## src/hw/wdt_defs.vh

```
// register offsets, field positions, keys and timing constants for the watchdog block
`ifndef WTC_DEFS_VH
`define WTC_DEFS_VH
`define WTC_OFF_CNTCTL 12'h000
`define WTC_OFF_RSTCTL 12'h004
`define WTC_OFF_READ 12'h008
`define WTC_OFF_IRQ_STATUS 12'h00c
`define WTC_OFF_IRQ_MASK 12'h010
`define WTC_KEY_CNT 8'h5a
`define WTC_KEY_CTL 8'ha5
`define WTC_KEY_RSTCFG 8'h5a
`define WTC_KEY_FLAGCLR 8'ha5
`define WTC_BIT_FLAG 7
`define WTC_BIT_MODE 6
`define WTC_BIT_EN 5
`define WTC_BIT_RSTEN 6
`define WTC_BIT_RSTTYPE 5
`define WTC_RST_LANE 16
`define WTC_CTL_RSVD 8'h18
`define WTC_RST_RSVD 8'h1f
`define WTC_ZERO8 8'h00
`define WTC_MAX8 8'hff
`define WTC_IRQ_ITV 0
`define WTC_IRQ_WDG 1
`define WTC_OVF_OUT_NS 640
`define WTC_RST_OUT_NS 2560
`define WTC_CLK_NS 5
`endif

```

## src/hw/wdt_prescaler.v

```verilog
// free-running divider that turns the selected ratio into a one-cycle tick enable
`timescale 1ns/10ps
`default_nettype none
module wtc_prescaler #(
  parameter WIDTH = 13
) (
  // clock and reset
  input wire pclk,
  input wire presetn,
  // control
  input wire run,
  input wire [2:0] sel,
  // tick
  output reg tick
);
  reg [WIDTH-1:0] div;
  reg [WIDTH-1:0] prev;

  // ratio code to the divider bit whose rising transition marks one period
  function integer wtc_tap;
    input [2:0] code;
    begin
      case (code)
        3'h0: wtc_tap = 0;
        3'h1: wtc_tap = 5;
        3'h2: wtc_tap = 6;
        3'h3: wtc_tap = 7;
        3'h4: wtc_tap = 8;
        3'h5: wtc_tap = 9;
        3'h6: wtc_tap = 11;
        default: wtc_tap = 12;
      endcase
    end
  endfunction

  wire [WIDTH-1:0] next_div = div + {{(WIDTH-1){1'b0}}, 1'b1};

  // divider restarts while stopped, so the first tick comes after half a period
  always @(posedge pclk or negedge presetn) begin
    if (!presetn) begin
      div <= {WIDTH{1'b0}};
      prev <= {WIDTH{1'b0}};
      tick <= 1'b0;
    end else if (!run) begin
      div <= {WIDTH{1'b0}};
      prev <= {WIDTH{1'b0}};
      tick <= 1'b0;
    end else begin
      div <= next_div;
      prev <= div;
      tick <= div[wtc_tap(sel)] & ~prev[wtc_tap(sel)];
    end
  end
endmodule // wtc_prescaler
`default_nettype wire

```

## src/hw/wdt_timer.v

```verilog
// watchdog / interval timer with keyed apb register access and reset request outputs
`timescale 1ns/10ps
`default_nettype none
`include "wdt_defs.vh"
// Functional notes
// - mode bit picks interval interrupt or watchdog pin
// - disabled timer holds counter at zero
// - enabled counter counts ticks, overflow signals by mode
// - control bits four and three read one
// - divider codes give ratios 2 to 8192
// - watchdog overflow flag set only in watchdog mode
// - watchdog flag cleared by read-one-then-write-zero
// - no reset enable: clear counter and control
// - reset enable requests internal chip reset
// - reset type: zero power-on, one manual
// - reset control bits four to zero read one
// - control and reset config bits reset zero
// - eight-bit counter overflows on ff to 00
// - interval flag set, cleared by zero-write or disable
// - keyed word write loads counter or control
// - keyed reset-control write clears flag or loads config
module wtc_timer #(
  parameter CNT_W = 8,
  parameter OVF_OUT_CYC = `WTC_OVF_OUT_NS / `WTC_CLK_NS,
  parameter RST_OUT_CYC = `WTC_RST_OUT_NS / `WTC_CLK_NS
) (
  // clock and reset
  input wire pclk,
  input wire presetn,
  // apb slave
  input wire psel,
  input wire penable,
  input wire pwrite,
  input wire [11:0] paddr,
  input wire [31:0] pwdata,
  output wire pready,
  output reg [31:0] prdata,
  output wire pslverr,
  // outputs
  output reg overflow_output_pin_n,
  output wire interval_interrupt,
  output reg poweron_reset_req,
  output reg manual_reset_req,
  output wire irq
);
  reg [CNT_W-1:0] tick_counter;
  reg timer_mode_select;
  reg count_enable_bit;
  reg [2:0] clk_sel;
  reg interval_overflow_flag;
  reg watchdog_overflow_flag;
  reg reset_on_overflow_enable;
  reg reset_type_select;
  reg ovf_seen_one;
  reg wdg_seen_one;
  reg [1:0] irq_status;
  reg [1:0] irq_mask;
  reg [7:0] ovf_cnt;
  reg [9:0] rst_cnt;
  wire tick;

  wtc_prescaler #(.WIDTH(13)) u_pre (
    .pclk(pclk),
    .presetn(presetn),
    .run(count_enable_bit),
    .sel(clk_sel),
    .tick(tick)
  );

  // bus decode; zero wait states, no error answer
  wire wr = psel & penable & pwrite;
  wire rd = psel & penable & ~pwrite;
  wire [7:0] key = pwdata[15:8];
  wire [7:0] lo = pwdata[7:0];
  wire wr_cntctl = wr && paddr == `WTC_OFF_CNTCTL;
  wire wr_rstctl = wr && paddr == `WTC_OFF_RSTCTL;
  wire rd_read = rd && paddr == `WTC_OFF_READ;
  wire rd_status = rd && paddr == `WTC_OFF_IRQ_STATUS;
  wire wr_cnt = wr_cntctl && key == `WTC_KEY_CNT;
  wire wr_ctl = wr_cntctl && key == `WTC_KEY_CTL;
  wire wr_cfg = wr_rstctl && key == `WTC_KEY_RSTCFG;
  wire wr_wclr = wr_rstctl && key == `WTC_KEY_FLAGCLR && lo == `WTC_ZERO8;
  assign pready = 1'b1;
  assign pslverr = 1'b0;

  // one pulse per wrap, since a tick lasts one cycle
  wire wrap = count_enable_bit & tick & (tick_counter == {CNT_W{1'b1}}) & ~wr_cnt;
  wire wdg_evt = wrap & timer_mode_select;
  wire itv_evt = wrap & ~timer_mode_select;
  // watchdog overflow without chip reset still clears counter and control
  wire wdg_self_clear = wdg_evt & ~reset_on_overflow_enable;

  wire [7:0] ctl_rd = {interval_overflow_flag, timer_mode_select, count_enable_bit, 2'b11, clk_sel};
  wire [7:0] rst_rd = {watchdog_overflow_flag, reset_on_overflow_enable, reset_type_select, 5'h1f};

  // counter; a counter write beats a tick in the same cycle
  always @(posedge pclk or negedge presetn) begin
    if (!presetn) begin
      tick_counter <= {CNT_W{1'b0}};
    end else if (!count_enable_bit || wdg_self_clear) begin
      tick_counter <= {CNT_W{1'b0}};
    end else if (wr_cnt) begin
      tick_counter <= lo[CNT_W-1:0];
    end else if (tick) begin
      tick_counter <= tick_counter + {{(CNT_W-1){1'b0}}, 1'b1};
    end
  end

  // timer control
  always @(posedge pclk or negedge presetn) begin
    if (!presetn) begin
      timer_mode_select <= 1'b0;
      count_enable_bit <= 1'b0;
      clk_sel <= 3'h0;
    end else if (wdg_self_clear) begin
      timer_mode_select <= 1'b0;
      count_enable_bit <= 1'b0;
      clk_sel <= 3'h0;
    end else if (wr_ctl) begin
      timer_mode_select <= lo[`WTC_BIT_MODE];
      count_enable_bit <= lo[`WTC_BIT_EN];
      clk_sel <= lo[2:0];
    end
  end

  // interval flag; a set in the same cycle beats any clear
  always @(posedge pclk or negedge presetn) begin
    if (!presetn) begin
      interval_overflow_flag <= 1'b0;
      ovf_seen_one <= 1'b0;
    end else begin
      // judge by the word software got, not a flag set after the capture
      if (rd_read && prdata[`WTC_BIT_FLAG]) begin
        ovf_seen_one <= 1'b1;
      end else if (wr_ctl) begin
        ovf_seen_one <= 1'b0;
      end
      if (itv_evt) begin
        interval_overflow_flag <= 1'b1;
      end else if (wdg_self_clear) begin
        interval_overflow_flag <= 1'b0;
      end else if (wr_ctl && !lo[`WTC_BIT_FLAG] && ovf_seen_one) begin
        interval_overflow_flag <= 1'b0;
      end else if (wr_ctl && !lo[`WTC_BIT_EN] && !timer_mode_select) begin
        interval_overflow_flag <= 1'b0;
      end
    end
  end

  // reset control; writing one to the flag does nothing
  always @(posedge pclk or negedge presetn) begin
    if (!presetn) begin
      watchdog_overflow_flag <= 1'b0;
      wdg_seen_one <= 1'b0;
      reset_on_overflow_enable <= 1'b0;
      reset_type_select <= 1'b0;
    end else begin
      if (rd_read && prdata[`WTC_RST_LANE + `WTC_BIT_FLAG]) begin
        wdg_seen_one <= 1'b1;
      end else if (wr_wclr) begin
        wdg_seen_one <= 1'b0;
      end
      if (wdg_evt) begin
        watchdog_overflow_flag <= 1'b1;
      end else if (wr_wclr && wdg_seen_one) begin
        watchdog_overflow_flag <= 1'b0;
      end
      if (wr_cfg) begin
        reset_on_overflow_enable <= lo[`WTC_BIT_RSTEN];
        reset_type_select <= lo[`WTC_BIT_RSTTYPE];
      end
    end
  end

  // pulse stretchers for the pin and the reset requests
  always @(posedge pclk or negedge presetn) begin
    if (!presetn) begin
      ovf_cnt <= 8'h00;
      rst_cnt <= 10'h000;
      overflow_output_pin_n <= 1'b1;
      poweron_reset_req <= 1'b0;
      manual_reset_req <= 1'b0;
    end else begin
      if (wdg_evt) begin
        ovf_cnt <= OVF_OUT_CYC[7:0];
        overflow_output_pin_n <= 1'b0;
      end else if (ovf_cnt != 8'h00) begin
        ovf_cnt <= ovf_cnt - 8'h01;
        overflow_output_pin_n <= (ovf_cnt == 8'h01);
      end
      if (wdg_evt && reset_on_overflow_enable) begin
        rst_cnt <= RST_OUT_CYC[9:0];
        poweron_reset_req <= ~reset_type_select;
        manual_reset_req <= reset_type_select;
      end else if (rst_cnt != 10'h000) begin
        rst_cnt <= rst_cnt - 10'h001;
        if (rst_cnt == 10'h001) begin
          poweron_reset_req <= 1'b0;
          manual_reset_req <= 1'b0;
        end
      end
    end
  end

  // interval request follows the flag
  assign interval_interrupt = interval_overflow_flag;

  // sticky event status, cleared by reading it; set wins
  always @(posedge pclk or negedge presetn) begin
    if (!presetn) begin
      irq_status <= 2'b00;
      irq_mask <= 2'b00;
    end else begin
      // clear only what the captured word reported, so a late event survives
      irq_status <= (irq_status & ~(rd_status ? prdata[1:0] : 2'b00)) | {wdg_evt, itv_evt};
      if (wr && paddr == `WTC_OFF_IRQ_MASK) begin
        irq_mask <= pwdata[1:0];
      end
    end
  end
  assign irq = |(irq_status & irq_mask);

  // read data registered during setup so it is valid in the access phase
  always @(posedge pclk or negedge presetn) begin
    if (!presetn) begin
      prdata <= 32'h0;
    end else if (psel && !penable) begin
      case (paddr)
        `WTC_OFF_READ: prdata <= {8'h00, rst_rd, tick_counter, ctl_rd};
        `WTC_OFF_IRQ_STATUS: prdata <= {30'h0, irq_status};
        `WTC_OFF_IRQ_MASK: prdata <= {30'h0, irq_mask};
        default: prdata <= 32'h0;
      endcase
    end
  end
endmodule // wtc_timer
`default_nettype wire

```

## config.mk

```make
export PLATFORM = sky130hd
export DESIGN_NAME = wtc_timer
export DESIGN_NICKNAME = d
export VERILOG_FILES = /design/src/hw/wdt_prescaler.v /design/src/hw/wdt_timer.v
export VERILOG_INCLUDE_DIRS = /design/src /design/src/hw
export SDC_FILE = /design/constraint.sdc
export NUM_CORES = 1
export LEC_CHECK = 0
export BUFFER_PORTS_ARGS = -buffer_cell sky130_fd_sc_hd__buf_2
export CORE_MARGIN = 2
export CORE_UTILIZATION = 50
export CTS_BUF_LIST = sky130_fd_sc_hd__clkbuf_2 sky130_fd_sc_hd__clkbuf_4 sky130_fd_sc_hd__clkbuf_8
export CTS_CLUSTER_DIAMETER = 200
export DETAILED_ROUTE_END_ITERATION = 7
export PLACE_DENSITY = 0.83
export REMOVE_ABC_BUFFERS = 1
export SYNTH_ARGS = -nofsm -noshare
export SYNTH_HDL_FRONTEND = slang
export SYNTH_HIERARCHICAL = 1
export SYNTH_SLANG_ARGS = --single-unit
```

## constraint.sdc

```tcl
create_clock -name pclk -period 2.75 [get_ports pclk]
set_input_delay 0.1375 -clock pclk [delete_from_list [all_inputs] [get_ports pclk]]
set_output_delay 0.1375 -clock pclk [all_outputs]
set_load 0.01 [all_outputs]
```

==> metrics, run 1 <==
GPL Wtd Cong approximately 0.82; unique cell type count in the Yosys netlist 59; # fillers 672; R2R cell count 6; GR Overflow Total 0; Post-synth EDFFs 0; Crit Reg-Reg Startpoint tick_counter[0]$_DFFE_PN0P_; Min-Delay Endpoint tick_counter[3]$_DFFE_PN0P_; routed vias 3155; FP Rows 33; max cap viols 0; GRT Total Usage 20.5%; core footprint 8130 um2; Static Leak 0.00219 uW; maximum fanout along the worst path 8; combinational power share approximately 3.3%; share of cells above drive strength 1 23.1%; actual slew at the worst max-slew pin slightly above 1000 ps; Die Wd 95.2 um; post-CTS setup buffers 0; internal power ~1900 uW; synthesized flop and latch total 84; worst hold path startpoint pwdata[3]; final hold violations 0; RSZ-0062 raised after global routing no; root buffer cell clkbuf_8; Initial Util 51.1%; Post-Route Setup TNS 0 ps; Worst EP arrival 2510 ps; relative slew slack 30.9%; hold path cells 3; pin count of the biggest net entering global routing 85; clock slew at reported path FFs 90 ps; hold_buf cts 1; drt pass-1 iters 4; NetSw 515 uW; DR iter-0 viols 168; wirelength, routed 8.62 mm; power density cells 509 nW/um2; nets@finish just over 500; crit path capture type flip-flop; CP Launch Type flip-flop; post-cts resize count 0; Max VDD drop 257 uV; critical path class flip-flop to flip-flop; vias in the first global route between 3000 and 4000; ys flop type dfrtp_1; clock sinks between 80 and 90; initial antenna violation count 0; yosys synthesis warning count 6; worst skew pair latency 350 ps; area occupied by multi-input gates around 1900 um2; clk_skew 8.49 ps; Bufs on Longest Clock Path 2; most frequent cell after synthesis dfrtp_1; clock share of power 45.7%; dpl hpwl 6.12 mm; first-pass GRT wire length ~15 mm; IO Pins 88; ANT nets after route 0; Post-Route Utilization between 50% and 60%; sequential share of the synthesized area between 50% and 60%; Hold WC Path Type input port to flip-flop; vias per cell 5.60; WP data required 2950 ps; status finished, final reports clean; most frequent cells after synthesis dfrtp_1, nor2_1, nand2_1; worst r2r dst tick_counter[0]$_DFFE_PN0P_; post-synth top area share between 40% and 50%; final slew viol count 0; Die Y-Extent 95.2 um; maximum clock frequency 433 MHz; wire per inst around 15 um; Synth Area per Inst between 10 and 15 um2; count of input and output buffers 61; Area Overhead vs Synth 14.4%; Synth async-reset ratio 100%; final critical-path required period ~2300 ps; register-to-register setup slack 440 ps; fin crit share 84.0%; Synth Instances 393; Register Area 2100 um2; CTS tree yes; Reg power frac between 50% and 60%; sw frac 21.3%; antenna cells 0; synthesized cell area 4160 um2; top post-synthesis cells by area dfrtp_1, nor2_1, a22o_1; dominant cell type by area after synthesis dfrtp_1; Remaining DRCs 0; final setup fails 0; htree depth 3; TritonCTS buffer count 9; die area slightly above 9000 um2
[placed cells by master, fill, tap and decap left out, types with 7 or more instances in the layout]
cell / n
a211oi_1: 10
nor2_1: 53
nand2_1: 21
conb_1: 10
mux2i_1: 11
nor4_1: 7
nand3_1: 13
nor3_1: 10
mux2_2: 7
o21ai_0: 9
inv_1: 15
a22o_1: 16
buf_2: 60
xnor2_1: 14
a21oi_1: 13
clkbuf_8: 10
dfrtp_1: 83
[layer usage]
metal | share of wire [%] | routed length, um | GRT usage (%) | up-vias
li1 | - | - | - | 1507
met1 | 45 | 3910 | 26.5 | 1559
met2 | 48 | 4180 | 33.9 | 75
met3 | 4.7 | 407 | 4.98 | 14
met4 | 1.4 | 122 | 6.40 | 0
met5 | 0 | 0 | 0 | -
[registers in the layout, summed over array words and instances, names as in the netlist]
name,cells
clk_sel,3
count_enable_bit,1
interval_interrupt,1
irq_mask,2
irq_status,2
manual_reset_req,1
overflow_output_pin_n,1
ovf_cnt,8
ovf_seen_one,1
poweron_reset_req,1
prdata,18
reset_on_overflow_enable,1
reset_type_select,1
rst_cnt,10
tick_counter,8
timer_mode_select,1
u_pre/div,13
u_pre/prev,8
u_pre/tick,1
watchdog_overflow_flag,1
wdg_seen_one,1
[cells by family (layout without fill, tap and decap cells)]
kind of cell / Yosys count / in the layout / synth area share, %
xor gates and xnor gates: 20 / 20 / 4.22
AOI/OAI and AO/OA: 71 / 71 / 12.8
and+or+nand+nor: 151 / 151 / 20.4
DFF: 84 / 84 / 50.6
other: 2 / 10 / 0.181
buffers and inverters: 41 / 98 / 5.42
adders and majority gates: 6 / 6 / 1.81
muxes: 18 / 18 / 4.55
[layout make-up]
class,count,share of cell area (%)
clock buffer,11,3.05
clock inverter,5,2.26
inverter,16,1.26
multi-input combinational,276,39.1
sequential,84,44.3
tap,105,2.76
timing repair buffer,66,7.32
[power by group through the flow]
stage / clock network [uW] / registers [uW] / logic [uW]
5_1_grt: 1170 / 1230 / 92.4
2_1_floorplan: 0 / 1260 / 19.3
3_5_place_dp: 0 / 1260 / 80.1
3_3_place_gp: 0 / 1260 / 78.3
4_1_cts: 1120 / 1230 / 81.3
6_report: 1100 / 1230 / 79.8
[worst max-delay path by stage]
| stage | start | to | slack, ps | cells after the start |
|---|---|---|---|---|
| 2_1_floorplan | tick_counter[0]$_DFFE_PN0P_ | poweron_reset_req$_DFFE_PN0P_ | 460 | 6 |
| 3_3_place_gp | tick_counter[0]$_DFFE_PN0P_ | tick_counter[0]$_DFFE_PN0P_ | 540 | 6 |
| 3_5_place_dp | tick_counter[0]$_DFFE_PN0P_ | tick_counter[0]$_DFFE_PN0P_ | 450 | 6 |
| 4_1_cts | tick_counter[0]$_DFFE_PN0P_ | tick_counter[0]$_DFFE_PN0P_ | 430 | 6 |
| 5_1_grt | tick_counter[0]$_DFFE_PN0P_ | tick_counter[5]$_DFFE_PN0P_ | 320 | 6 |
| 6_report | tick_counter[0]$_DFFE_PN0P_ | tick_counter[0]$_DFFE_PN0P_ | 440 | 6 |
[critical path, cell delays in order (launching register included)]
cell      delay [ps]
dfrtp_1          430
ha_1             190
and3_1           210
or4b_4           520
a311o_1          440
o21ai_4          290
a211oi_1          90
[metrics by stage]
stage / total power, uW / hold WS, ps / setup slack, ps / instances / instance area, um2
after global placement: 1340 / 372 / 542 / 546 / 4490
final: 2420 / 77.7 / 439 / 563 / 4750
after detailed placement: 1340 / 388 / 446 / 546 / 4490
after CTS: 2440 / 68.8 / 426 / 563 / 4750
after global routing: 2500 / 76.2 / 322 / 563 / 4750
after floorplan: 1280 / -158 / 459 / 376 / 4020
Note: power is estimated with default switching activity, not from simulation.
==> inputs of run 2 (changes only) <==
- ABC_AREA: not set -> 1
- PLACE_DENSITY: 0.83 -> 0.85
- clock period: 2.75 -> 1.9 ns (I/O delays scaled with it)
==> metrics, run 2 <==
status finished, final reports clean; yosys synthesis warning count 6; most common cell after layout, fill and taps aside nand2_1; WP data required 2160 ps; final critical-path setup slack 142 ps; M1 WL about 4.4 mm; top flop regs prdata x18, u_pre/div x13, u_pre/prev x12; routed wl met2 ~5.6 mm; WL met3 432 um; Static Leak roughly 0.0029 uW; GR Overflow Total 0; Synth Instances roughly 630; most frequent cells after synthesis nand2_1, inv_1, dfrtp_1; maximum clock frequency 569 MHz; core footprint roughly 9600 um2; count of input and output buffers 61; wirelength, routed 10.7 mm; hold path cells 3; GPL Wtd Cong between 0.9 and 1; most frequent cells in the layout nand2_1, inv_1, dfrtp_1; Area Overhead vs Synth 11.6%; Die Wd between 100 and 150 um; relative slew slack 57.5%; htree depth 3; sw frac roughly 23%; antenna cells 0; critical path class flip-flop to flip-flop; Synth async-reset ratio 100%; worst r2r dst rst_cnt[4]$_DFFE_PN0P_; sequential share of the synthesized area 44.9%; nets@finish 748; ys flop type dfrtp_1; pin count of the biggest net entering global routing about 50; synthesized flop and latch total 88; first-pass GRT wire length 18.7 mm; dpl hpwl 7.89 mm; unique cell type count in the Yosys netlist 40; dpl ws between 50 and 60 ps; Initial Util around 51%; post-CTS setup buffers 0; # fillers 875; combinational power share 5.4%; fin crit share a little over 90%; final critical-path required period 1760 ps; Synth Area per Inst 7.74 um2; ANT nets after route 0; final slew viol count 0; GRT Total Usage between 20 and 25%; Post-synth EDFFs 0; post-synth top area share 44.4%; Min-Delay Endpoint irq_mask[1]$_DFFE_PN0P_; share of cells above drive strength 1 ~18%; top routing layer used met4; Crit Reg-Reg Startpoint tick_counter[0]$_DFFE_PN0P_; actual slew at the worst max-slew pin 637 ps; clock slew at reported path FFs around 80 ps; dominant cell type by area after synthesis dfrtp_1; vias in the first global route between 4000 and 5000; TritonCTS buffer count 9; internal power around 2600 uW; most frequent cell after synthesis nand2_1; Bufs on Longest Clock Path 2; RSZ-0062 raised after global routing no; FP Rows 36; max cap viols 0; final hold violations 0; Hold WC Path Type input port to flip-flop; Die Y-Extent 103 um; drt pass-1 iters 4; R2R cell count 8; root buffer cell clkbuf_8; vias per cell a little over 5; DR iter-0 viols ~150; top post-synthesis cells by area dfrtp_1, nand2_1, inv_1; Reg power frac 56.5%; maximum fanout along the worst path 6; initial antenna violation count 0; synthesized cell area 4910 um2; final setup fails 0; wire per inst approximately 13 um; CTS tree yes; IO Pins 88; crit path capture type flip-flop; Worst EP arrival 2020 ps; Post-Route Setup TNS 0 ps; clock sinks 88; worst hold path startpoint pwdata[1]; die area 10600 um2; NetSw 778 uW; clk_skew 12.2 ps; register-to-register setup slack 140 ps; worst skew pair latency 360 ps; max reg flops 18; Remaining DRCs 0; CP Launch Type flip-flop; Max VDD drop between 300 and 400 uV; power density cells ~610 nW/um2; clock share of power between 30% and 40%; routed vias 4246; Top reg by flops prdata
run 2: worst max path at each step:
stage,slack [ps],cells after the start,to,startpoint
after floorplan,360,5,poweron_reset_req$_DFFE_PN0P_,count_enable_bit$_DFFE_PN0P_
after global placement,200,8,poweron_reset_req$_DFFE_PN0P_,tick_counter[0]$_DFFE_PN0P_
after detailed placement,60,5,prdata[5]$_DFFE_PN0P_,psel
after CTS,110,8,poweron_reset_req$_DFFE_PN0P_,tick_counter[0]$_DFFE_PN0P_
after global routing,20,10,rst_cnt[1]$_DFFE_PN0P_,rst_cnt[0]$_DFFE_PN0P_
final,140,8,rst_cnt[4]$_DFFE_PN0P_,tick_counter[0]$_DFFE_PN0P_
run 2: final cells by class:
cell class / count / area [um2] / area share [%]
timing repair buffer: 65 / 353 / 6.44
sequential: 88 / 2200 / 40.2
tap: 133 / 166 / 3.04
multi-input combinational: 416 / 2140 / 39.1
inverter: 113 / 425 / 7.76
clock inverter: 3 / 43.8 / 0.799
clock buffer: 11 / 145 / 2.65
run 2: cell families after synthesis:
kind of cell    share of synthesized area [%]
simple gates                             31.6
buf+inv                                  12.4
xor+xnor                                 1.96
compound gates                           7.44
other cells                             0.153
flops                                    44.9
fa+ha+maj                                1.53
run 2: critical path, stage by stage, from the launching register on:
cell,delay [ps]
dfrtp_1,440
ha_1,230
nand2_2,80
nor2_2,110
nand2_1,100
nor2_4,250
nand4_2,260
nand3_2,150
inv_1,40
run 2: repair_timing:
action / CTS / global route
setup endpoints to repair: 0 / 5
resized for setup: 0 / 2
hold endpoints to repair: 46 / 0
hold buffers: 1 / 0
run 2: power groups by stage:
stage | Sequential (uW) | Clock [uW] | Combinational, uW
2_1_floorplan | 1930 | 0 | 71.5
3_3_place_gp | 1930 | 0 | 171
3_5_place_dp | 1930 | 0 | 180
4_1_cts | 1900 | 1320 | 183
5_1_grt | 1900 | 1390 | 208
6_report | 1900 | 1280 | 181
run 2: per-stage QoR:
stage / hold WS [ps] / total power [uW] / utilization, % / area [um2] / std cells
2_1_floorplan: -201 / 2000 / - / 4750 / 616
3_3_place_gp: 151 / 2110 / 54.6 / 5260 / 813
3_5_place_dp: 159 / 2120 / 54.6 / 5260 / 813
4_1_cts: 68.8 / 3400 / 56.7 / 5460 / 828
5_1_grt: 87.8 / 3500 / 56.8 / 5480 / 829
6_report: 72.4 / 3360 / 56.8 / 5480 / 829
run 2: metal layers:
layer	track usage, %	up-vias
met2	40.4	119
li1	-	2081
met5	0	-
met3	4.20	28
met1	25.4	2018
met4	9.72	0
